$ cat src/core/adc_seq_pkg.sv
// Purpose: constants shared by the converter sequencer
// Assumes: 16-bit registers on a plain word-indexed port
// Notes: offsets are word indices on the register port
package adc_seq_pkg;
    localparam logic [15:0] main_result_off = 16'h0000;
    localparam logic [15:0] injected_result_off = 16'hf0a0;
    localparam logic [15:0] main_control_off = 16'h0002;
    localparam logic [15:0] timing_control_off = 16'h0004;
    localparam logic [15:0] core_status_off = 16'h0006;
    localparam logic [15:0] main_control_rst = 16'h1000;
    localparam logic [15:0] timing_control_rst = 16'h0000;
    localparam logic [15:0] injected_result_rst = 16'h0000;
    localparam int layout_bit = 15;
    localparam int sample_bit = 14;
    localparam int trig_lsb = 12;
    localparam int busy_bit = 8;
    localparam int start_bit = 7;
    localparam int mode_lsb = 5;
    localparam int calibration_disable_bit = 4;
    localparam int res_lsb = 12;
    localparam int ctc_lsb = 6;
    localparam int stc_lsb = 0;
    localparam logic [1:0] trig_rst = 2'h1;
    localparam logic [1:0] mode_fix_single = 2'h0;
    localparam logic [1:0] mode_fix_cont = 2'h1;
    localparam logic [1:0] mode_scan_single = 2'h2;
    localparam logic [1:0] mode_scan_cont = 2'h3;
    localparam logic [1:0] res_10bit = 2'h0;
    localparam logic [1:0] res_8bit = 2'h1;
    localparam logic [7:0] sample_mult = 8'h04;
    localparam logic [7:0] conv_steps_10 = 8'h0c;
    localparam logic [7:0] conv_steps_8 = 8'h0a;
    localparam logic [7:0] cal_steps = 8'h10;
    typedef enum logic [1:0] {st_idle = 2'b00, st_sample = 2'b01, st_convert = 2'b11,
        st_cal = 2'b10} seq_state_t;
endpackage

$ cat src/core/adc_conversion_sequencer.sv
// Purpose: control, timing and result logic of the converter
// Assumes: converter core takes a sample strobe and returns data on conv_done
// Notes: injection arbitration and wait-for-read buffering are not built
// Functional notes
// [RULE1] trigger select bits 13:12, reset 01
// [RULE2] busy bit 8 set while active
// [RULE3] start samples, converts, stores, requests interrupt
// [RULE4] mode field bits 6:5 selects four modes
// [RULE5] single modes: hardware clears start bit
// [RULE6] continuous modes: hardware never clears start
// [RULE7] fixed continuous stop ends after conversion
// [RULE8] scan continuous stop ends after channel 0
// [RULE9] clear then set restarts with fresh settings
// [RULE10] channel field: fixed channel or scan top
// [RULE11] channel change waits for conversion or round
// [RULE12] mode change waits for conversion end
// [RULE13] sample flag high only while sampling
// [RULE14] calibration disable bit 4 suppresses calibration
// [RULE15] resolution field 13:12: 00 ten, 01 eight
// [RULE16] conversion clock divides by field plus one
// [RULE17] sample time is 4 times field plus one
// [RULE18] standard results to main result register
// [RULE19] injected channel number written only by software
// [RULE20] result alignment by layout and resolution
// [RULE21] injected register: channel 15:12, value 11:0
// [RULE22] bit 15 selects enhanced layout
// [RULE23] done flag set after every standard conversion
// [RULE24] scan descends from programmed channel to 0
// [RULE25] software write beats hardware start update
//
// Implementation choice: strobed register access.
`timescale 1ns/1ps
module adc_conversion_sequencer #(
    parameter int chan_w = 4,
    parameter int data_w = 10
) (
    input wire logic sys_clk,
    input wire logic sys_rst,
    input wire logic [15:0] reg_addr,
    input wire logic [15:0] reg_wdata,
    input wire logic reg_wr,
    input wire logic reg_rd,
    output logic [15:0] reg_rdata,
    input wire logic conv_done,
    input wire logic [data_w-1:0] conv_data,
    output logic [chan_w-1:0] mux_channel,
    output logic sample_strobe,
    output logic sample_active,
    output logic calibration_active,
    output logic conversion_done_irq_flag,
    output logic [1:0] injection_trigger_source,
    output logic injection_enable,
    output logic wait_for_read_enable
);
    adc_seq_pkg::seq_state_t state_q;
    logic [15:0] ctrl_q;
    logic [15:0] timing_q;
    logic [15:0] result_q;
    logic [15:0] inj_q;
    logic [chan_w-1:0] chan_q;
    logic [1:0] mode_q;
    logic [chan_w-1:0] top_q;
    logic [6:0] div_q;
    logic [8:0] step_q;
    logic [8:0] step_lim;
    logic bc_tick;
    logic wr_ctrl;
    logic restart;
    logic sw_stop;
    logic finish;
    logic last_conv;
    logic [15:0] placed;

    function automatic logic [15:0] place_result(input logic enh, input logic [1:0] res,
        input logic [data_w-1:0] d, input logic [chan_w-1:0] ch);
        logic [11:0] v;
        v = 12'h000;
        if (res == adc_seq_pkg::res_8bit)
            v = enh ? {d[data_w-1 -: 8], 4'h0} : {2'h0, d[data_w-1 -: 8], 2'h0}; // [RULE20]
        else
            v = enh ? {d, 2'h0} : {2'h0, d}; // [RULE20]
        place_result = {ch, v};
    endfunction

    assign wr_ctrl = reg_wr && (reg_addr == adc_seq_pkg::main_control_off);
    assign restart = wr_ctrl && reg_wdata[adc_seq_pkg::start_bit]; // [RULE9]
    assign sw_stop = !ctrl_q[adc_seq_pkg::start_bit];
    assign last_conv = (chan_q == '0) || !mode_q[1];
    // single modes end after the unit; continuous ones end only when stopped
    assign finish = conv_done && (state_q == adc_seq_pkg::st_convert)
        && (mode_q[1] ? (chan_q == '0) : 1'b1)
        && (!mode_q[0] || sw_stop); // [RULE5] [RULE7] [RULE8]

    // conversion clock divider, field value plus one
    always_ff @(posedge sys_clk)
    begin
        // realign per phase so every sample phase gets its full length
        if (sys_rst || restart || state_q == adc_seq_pkg::st_idle
            || state_q == adc_seq_pkg::st_convert)
            div_q <= '0; // [RULE17]
        else if (div_q >= {1'b0, timing_q[adc_seq_pkg::ctc_lsb +: 6]})
            div_q <= '0; // [RULE16]
        else
            div_q <= div_q + 7'd1;
    end
    assign bc_tick = (state_q != adc_seq_pkg::st_idle)
        && (div_q >= {1'b0, timing_q[adc_seq_pkg::ctc_lsb +: 6]}); // [RULE16]

    always_comb
    begin
        // nine bits: field 63 gives 256 ticks
        step_lim = 9'(adc_seq_pkg::sample_mult)
            * ({3'b000, timing_q[adc_seq_pkg::stc_lsb +: 6]} + 9'd1); // [RULE17]
        if (state_q == adc_seq_pkg::st_cal)
            step_lim = 9'(adc_seq_pkg::cal_steps);
    end

    always_ff @(posedge sys_clk)
    begin
        if (sys_rst)
        begin
            state_q <= adc_seq_pkg::st_idle;
            step_q <= '0;
            chan_q <= '0;
            mode_q <= '0;
            top_q <= '0;
        end
        else if (restart)
        begin
            // abort and reload everything from the registers
            mode_q <= reg_wdata[adc_seq_pkg::mode_lsb +: 2]; // [RULE9] [RULE4]
            chan_q <= reg_wdata[chan_w-1:0]; // [RULE10]
            top_q <= reg_wdata[chan_w-1:0];
            step_q <= '0;
            state_q <= reg_wdata[adc_seq_pkg::calibration_disable_bit] ? adc_seq_pkg::st_sample
                : adc_seq_pkg::st_cal; // [RULE14]
        end
        else
        begin
            case (state_q)
                adc_seq_pkg::st_idle:
                    step_q <= '0;
                adc_seq_pkg::st_cal, adc_seq_pkg::st_sample:
                begin
                    if (bc_tick && step_q + 9'd1 >= step_lim)
                    begin
                        step_q <= '0;
                        state_q <= (state_q == adc_seq_pkg::st_cal) ? adc_seq_pkg::st_sample
                            : adc_seq_pkg::st_convert; // [RULE13] [RULE17]
                    end
                    else if (bc_tick)
                        step_q <= step_q + 9'd1;
                end
                adc_seq_pkg::st_convert:
                begin
                    if (finish)
                        state_q <= adc_seq_pkg::st_idle;
                    else if (conv_done)
                    begin
                        state_q <= adc_seq_pkg::st_sample;
                        // new mode after each conversion, channel after unit
                        mode_q <= ctrl_q[adc_seq_pkg::mode_lsb +: 2]; // [RULE12]
                        if (last_conv)
                        begin
                            chan_q <= ctrl_q[chan_w-1:0]; // [RULE11] [RULE10]
                            top_q <= ctrl_q[chan_w-1:0];
                        end
                        else
                            chan_q <= chan_q - 1'b1; // [RULE24]
                    end
                end
                default:
                    state_q <= adc_seq_pkg::st_idle;
            endcase
        end
    end

    // control register; software write wins over hardware clear
    always_ff @(posedge sys_clk)
    begin
        if (sys_rst)
            ctrl_q <= adc_seq_pkg::main_control_rst; // [RULE1]
        else if (wr_ctrl)
            ctrl_q <= reg_wdata; // [RULE25]
        else if (finish && !mode_q[0])
            ctrl_q[adc_seq_pkg::start_bit] <= 1'b0; // [RULE5] [RULE6]
    end

    always_ff @(posedge sys_clk)
    begin
        if (sys_rst)
            timing_q <= adc_seq_pkg::timing_control_rst; // [RULE15]
        else if (reg_wr && reg_addr == adc_seq_pkg::timing_control_off)
            timing_q <= reg_wdata;
    end

    assign placed = place_result(ctrl_q[adc_seq_pkg::layout_bit],
        timing_q[adc_seq_pkg::res_lsb +: 2], conv_data, chan_q); // [RULE22]

    always_ff @(posedge sys_clk)
    begin
        if (sys_rst)
            result_q <= '0;
        else if (state_q == adc_seq_pkg::st_convert && conv_done)
            result_q <= placed; // [RULE3] [RULE18]
    end

    // converter never loads the injected channel number
    always_ff @(posedge sys_clk)
    begin
        if (sys_rst)
            inj_q <= adc_seq_pkg::injected_result_rst;
        else if (reg_wr && reg_addr == adc_seq_pkg::injected_result_off)
            inj_q <= reg_wdata; // [RULE19] [RULE21]
    end

    always_ff @(posedge sys_clk)
    begin
        if (sys_rst)
            conversion_done_irq_flag <= 1'b0;
        else
            conversion_done_irq_flag <= (state_q == adc_seq_pkg::st_convert)
                && conv_done; // [RULE23] [RULE3]
    end

    always_ff @(posedge sys_clk)
    begin
        if (sys_rst)
            reg_rdata <= '0;
        else if (reg_rd)
        begin
            case (reg_addr)
                adc_seq_pkg::main_control_off:
                begin
                    reg_rdata <= ctrl_q;
                    reg_rdata[adc_seq_pkg::busy_bit] <= state_q != adc_seq_pkg::st_idle; // [RULE2]
                    reg_rdata[adc_seq_pkg::sample_bit] <= sample_active; // [RULE13]
                end
                adc_seq_pkg::timing_control_off: reg_rdata <= timing_q;
                adc_seq_pkg::main_result_off: reg_rdata <= result_q;
                adc_seq_pkg::injected_result_off: reg_rdata <= inj_q;
                adc_seq_pkg::core_status_off: reg_rdata <= {12'h000, top_q};
                default: reg_rdata <= '0;
            endcase
        end
        else
            reg_rdata <= '0;
    end

    assign sample_active = state_q == adc_seq_pkg::st_sample; // [RULE13]
    assign calibration_active = state_q == adc_seq_pkg::st_cal; // [RULE14]
    assign sample_strobe = (state_q == adc_seq_pkg::st_sample) && bc_tick
        && (step_q + 9'd1 >= step_lim);
    assign mux_channel = chan_q; // [RULE24]
    assign injection_trigger_source = ctrl_q[adc_seq_pkg::trig_lsb +: 2]; // [RULE1]
    assign injection_enable = ctrl_q[10];
    assign wait_for_read_enable = ctrl_q[9];
endmodule

$ cat config.mk
export PLATFORM = sky130hd
export DESIGN_NAME = adc_conversion_sequencer
export DESIGN_NICKNAME = d
export VERILOG_FILES = /design/src/core/adc_seq_pkg.sv /design/src/core/adc_conversion_sequencer.sv
export SDC_FILE = /design/constraint.sdc
export NUM_CORES = 1
export LEC_CHECK = 0
export BUFFER_PORTS_ARGS = -buffer_cell sky130_fd_sc_hd__buf_2
export CELL_PAD_IN_SITES_DETAIL_PLACEMENT = 1
export CELL_PAD_IN_SITES_GLOBAL_PLACEMENT = 2
export CORE_MARGIN = 2
export CORE_UTILIZATION = 31
export DETAILED_ROUTE_END_ITERATION = 8
export PLACE_DENSITY = 0.83
export SKIP_CTS_REPAIR_TIMING = 1
export SLEW_MARGIN = 20
export SYNTH_ARGS = -nofsm -noshare
export SYNTH_HDL_FRONTEND = slang
export SYNTH_SLANG_ARGS = --single-unit
$ cat constraint.sdc
create_clock -name sys_clk -period 2.9 [get_ports sys_clk]
set_input_delay 0.87 -clock sys_clk [delete_from_list [all_inputs] [get_ports sys_clk]]
set_output_delay 0.87 -clock sys_clk [all_outputs]
set_load 0.05 [all_outputs]
Word level (Yosys, flattened, before mapping)
Index checks and enable logic that the tools add are counted.
{"block": "classes", "bitwise": 1, "add_sub_neg": 4, "reduce_logical": 38, "order_cmp": 2, "n_mux": 32, "eq_ne": 12}
{"cell": "16-bit one-hot mux with 5 select lines", "count": 1}
{"cell": "4-bit 2-to-1 mux", "count": 10}
{"cell": "12-bit 2-to-1 mux", "count": 3}
{"cell": "16-bit by 3-bit == test with 1-bit output, second input constant", "count": 2}
{"cell": "9-bit 2-to-1 mux", "count": 3}
{"cell": "2-bit 2-to-1 mux", "count": 10}
{"cell": "9-bit one-hot mux with 2 select lines", "count": 1}
{"cell": "16-bit == test, second input constant", "count": 1}
{"cell": "16-bit by 2-bit == test with 1-bit output, second input constant", "count": 1}
{"cell": "16-bit logical NOT", "count": 1}
{"cell": "1-bit logical AND", "count": 12}
{"cell": "2-bit nonzero test", "count": 6}
{"cell": "9-bit by 1-bit adder with 9-bit output, second input constant", "count": 1}
{"cell": "9-bit greater-or-equal comparator", "count": 1}
{"cell": "2-bit OR reduction", "count": 4}
{"cell": "6-bit by 1-bit adder with 7-bit output, second input constant", "count": 1}
{"cell": "7-bit by 1-bit adder with 7-bit output, second input constant", "count": 1}
{"cell": "7-bit by 6-bit greater-or-equal comparator with 1-bit output", "count": 1}
{"cell": "3-bit != test, second input constant", "count": 2}
{"cell": "3-bit AND reduction", "count": 2}
{"cell": "1-bit logical OR", "count": 5}
{"cell": "2-bit by 1-bit == test with 1-bit output, second input constant", "count": 2}
{"cell": "2-bit == test, second input constant", "count": 2}
{"cell": "4-bit logical NOT", "count": 1}
{"cell": "other kinds (11)", "count": 15}
{"block": "totals", "word_cells": 102, "regBits": 109, "out_inout_bits": 28, "inputBits": 47}

Depth between registers and ports, before layout
{"block": "depth", "depth_word": 7, "mapped_depth": 12, "ltp_nobuf": 11}

Worst setup path before layout
No wires, ideal clock.
{"block": "synth_timing", "kind": "reg2out", "startpoint": "reg step_q[0]", "endpoint": "out sample_strobe", "slack_ns": -1.501, "arrival_time_ns": 3.531, "t_required_ns": 2.030, "stages_incl_launch_ff": 11, "cell_sequence": "dfxtp_1 -> ha_1 -> and3_1 -> and3_1 -> nand3_1 -> xnor2_1 -> ha_1 -> o2111ai_1 -> a31oi_1 -> nor2_1 -> nor4bb_1"}
{"block": "synth_via", "elab_chain_cells": 3}
{"element": "from (decl)", "line": "adc_conversion_sequencer.sv:64", "rtl": "logic [8:0] step_q;"}
{"element": "from (signal assigned)", "line": "adc_conversion_sequencer.sv:152", "rtl": "step_q <= step_q + 9'd1;"}
{"element": "9-bit by 1-bit adder with 9-bit output", "line": "adc_conversion_sequencer.sv:253", "rtl": "&& (step_q + 9'd1 >= step_lim);"}
{"element": "9-bit greater-or-equal comparator", "line": "adc_conversion_sequencer.sv:253"}
{"element": "1-bit logical AND", "line": "adc_conversion_sequencer.sv:253"}
{"element": "to (decl)", "line": "adc_conversion_sequencer.sv:47", "rtl": "output logic sample_strobe,"}
Every way passes these cells.

Final worst setup path
{"block": "layout_timing", "startpoint": "reg step_q[1]", "endpoint": "out sample_strobe"}
The elaborated chain is that of the path after synthesis.

==> flow_metrics.env <==
export IMPL_antenna_left=0
export IMPL_htreeDepth=3
export IMPL_routed_wl_microns=17100
export IMPL_finalWorstSetupSlack_ns=-0.712
export IMPL_synth_edf_count=0
export IMPL_cts_clk_slew_worst_paths_ns=0.08
export IMPL_grt_pass1_vias=5159
export IMPL_start_util_pct=31.4
export IMPL_p_total_mw=2.95
export IMPL_worst_hold_startpoint="ctrl_q[11]$_SDFFE_PP0P_"
export IMPL_via_per_inst=5.29
export IMPL_die_x_microns=133
export IMPL_cp_end_kind="output pin"
export IMPL_ir_drop_uv=281
export IMPL_cts_sinks=107
export IMPL_required_ns=2.03
export IMPL_synth_compound_area_share_pct=18.7
export IMPL_holdWs_ns=0.456
export IMPL_first_pass_iters=5
export IMPL_dr_total_vias=4901
export IMPL_cts_buffers=9
export IMPL_setup_violations=1
export IMPL_syn_nets=665
export IMPL_drc_errors=0
export IMPL_cp_start_kind="flop"
export IMPL_synthXorXnorAreaFrac_pct=2.73
export IMPL_powerDensity_mw_per_mm2=460
export IMPL_grt_max_degree=74
export IMPL_tritoncts="built"
export IMPL_wl_per_cell_microns=18.5
export IMPL_hold_violations=0
export IMPL_portBuffers=74
export IMPL_syn_inst=596
export IMPL_violations="setup timing"
export IMPL_slowest_delay_ns=0.37
export IMPL_cts_root_buf="clkbuf_16"
export IMPL_min_period_ns=3.61
export IMPL_cp_top_family="simple AND/OR/NAND/NOR gates"
export IMPL_area_growth_pct=25.3
export IMPL_final_cell_mix="dfxtp_1 (105), nand2_1 (97), buf_2 (73), a21oi_1 (68), buf_4 (56)"
export IMPL_ys_seq_elements=107
export IMPL_placement_rows=47
export IMPL_dieArea_sq_mm=0.0176
export IMPL_setup_worst_path_start="step_q[1]$_SDFFE_PP0P_"
export IMPL_seq_area_frac_synth_pct=41.8
export IMPL_crit_slowest_cell="dfxtp_4"
export IMPL_synth_top_family_by_area="simple AND/OR/NAND/NOR gates"
export IMPL_async_flop_share_pct=0
export IMPL_synth_yosys_warnings=0
export IMPL_worst_path_most_repeated_cell="and3_4"
export IMPL_nNetsFinal=770
export IMPL_synthMuxAreaShare_pct=4.49
export IMPL_path_cells="ha_4 > and3_4 > and3_4 > nand3_2 > xnor2_2 > ha_1 > o2111ai_2 > a31oi_2 > nor2_2 > nor4bb_4 > buf_6"
export IMPL_drt_iter0_drc=260
export IMPL_hp_class="flop to flop"
export IMPL_ys_types=56
export IMPL_n_antenna_cell=0
export IMPL_avgSynthCellArea_sq_um=8.60
export IMPL_ys_dominant_reg_cell="dfxtp_1"
export IMPL_grt_pass1_wl_microns=27600
export IMPL_antenna_found_initial=0
export IMPL_die_y_microns=133
export IMPL_yosys_area_share_simple_pct=22.2
export IMPL_worstPathMaxFanout=3
export IMPL_synth_area_sq_mm=0.00513
export IMPL_n_fill_cell=2007
export IMPL_drive_above_1_share_pct=24.2
export IMPL_clk_latency_ns=0.36
export IMPL_grt_use_total_pct=19.8
export IMPL_fin_crit_sh_pct=125
export IMPL_grt_overflow=0
export IMPL_mostFrequentLayoutCell="dfxtp_1"
export IMPL_finClkSkew_ns=0.00868
export IMPL_crit_arrival_ns=2.74
export IMPL_path_class="flop to output pin"
export IMPL_gp_congestion=0.825
export IMPL_clockBufferDepth=2
export IMPL_tightest_slew_ns=0.817
export IMPL_relSlewSlack_pct=45.5
export IMPL_maxClockFrequency_mhz=277
export IMPL_hpwl_microns=12700
export IMPL_r2r_start="step_q[1]$_SDFFE_PP0P_"
export IMPL_critical_path_buf_inv_count=1
export IMPL_status="complete, but fails checks"
export IMPL_ioPinCount=75
export IMPL_synth_fa_ha_area_share_pct=5.37
export IMPL_dp_slack_ns=-0.462
export IMPL_core_sq_mm=0.0163
export IMPL_slew_viol_final=0
export IMPL_rsz0062_at_grt="true"
export IMPL_static_leakage_power_nw=2.58
export IMPL_max_cap_viol_count=0
final timing paths:
kind | cells after the start | endpoint | slack [ns]
min | 2 | ctrl_q[11]$_SDFFE_PP0P_ | 0.46
max reg2reg | 12 | state_q[0]$_SDFFE_PP0P_ | 0.14
max | 11 | sample_strobe | -0.71
min reg2reg | 2 | ctrl_q[11]$_SDFFE_PP0P_ | 0.46
logic make-up (layout without fill, tap and decap cells):
kind of cell | after synthesis | in the layout
compound gates | 145 | 145
buf+inv | 53 | 163
mux | 23 | 23
flops | 107 | 107
fa+ha+maj | 22 | 22
simple gates | 230 | 230
xor+xnor | 16 | 16
cells in the mapped netlist (7+ instances only):
| master | instances | share of area, % |
|---|---|---|
| buf_4 | 7 | 1.0 |
| buf_2 | 8 | 0.78 |
| mux2i_1 | 23 | 4.5 |
| xnor2_1 | 9 | 1.5 |
| nor3_1 | 8 | 0.78 |
| nand3_1 | 22 | 2.1 |
| nand2_1 | 97 | 7.1 |
| and3_1 | 11 | 1.3 |
| a21oi_1 | 68 | 6.6 |
| ha_1 | 22 | 5.4 |
| clkbuf_1 | 19 | 1.4 |
| xor2_1 | 7 | 1.2 |
| dfxtp_1 | 107 | 42 |
| nor2_1 | 49 | 3.6 |
| inv_1 | 17 | 1.2 |
| nand2b_1 | 8 | 0.98 |
| a22oi_1 | 7 | 1.0 |
| a211oi_1 | 13 | 1.9 |
| a222oi_1 | 16 | 3.1 |
flip-flops by register name (all words and copies together) (netlist names):
| signal | cells |
|---|---|
| conversion_done_irq_flag | 1 |
| ctrl_q | 14 |
| div_q | 7 |
| inj_q | 16 |
| mode_q | 2 |
| mux_channel | 4 |
| reg_rdata | 16 |
| result_q | 16 |
| state_q | 2 |
| step_q | 9 |
| timing_q | 16 |
| top_q | 4 |
per-stage QoR:
step,setup TNS (ns),area [sq um],util (%),std cells
4_1_cts,-0.867,6400,39.1,926
3_3_place_gp,-0.422,6070,37.1,910
3_5_place_dp,-0.467,6070,37.1,910
6_report,-0.712,6420,39.3,926
5_1_grt,-0.852,6420,39.3,926
2_1_floorplan,-0.490,5180,-,596
metal layers:
layer	track usage, %	part of all wire, %	vias to the layer above
li1	-	-	2344
met1	24.8	45	2431
met2	35.0	50	108
met3	2.72	3.5	18
met4	6.87	1.8	0
met5	0	0	-
where the power goes:
part	internal, mW	switching, mW
logic	0.0330	0.0671
registers	1.47	0.00000579
clock network	0.774	0.612
total	2.27	0.679
area by class of cell:
class | count | area (sq um) | share of cell area, %
clock buffers | 9 | 225 | 3.51
clock inverters | 7 | 104 | 1.62
inverters | 17 | 63.8 | 0.994
multi-input cells | 436 | 2810 | 43.8
flip-flops and latches | 107 | 2150 | 33.4
well taps | 220 | 275 | 4.29
repair buffers | 130 | 797 | 12.4
worst reg2reg max path: cells and delay by family, from the launching register on:
kind / cells / cell delay (ns)
and+or+nand+nor: 4 / 0.78
adders and majority gates: 2 / 0.46
DFF: 1 / 0.37
AOI/OAI and AO/OA: 4 / 0.74
buffers and inverters: 1 / 0.14
xor gates and xnor gates: 1 / 0.16
(Power assumes the default switching activity.)
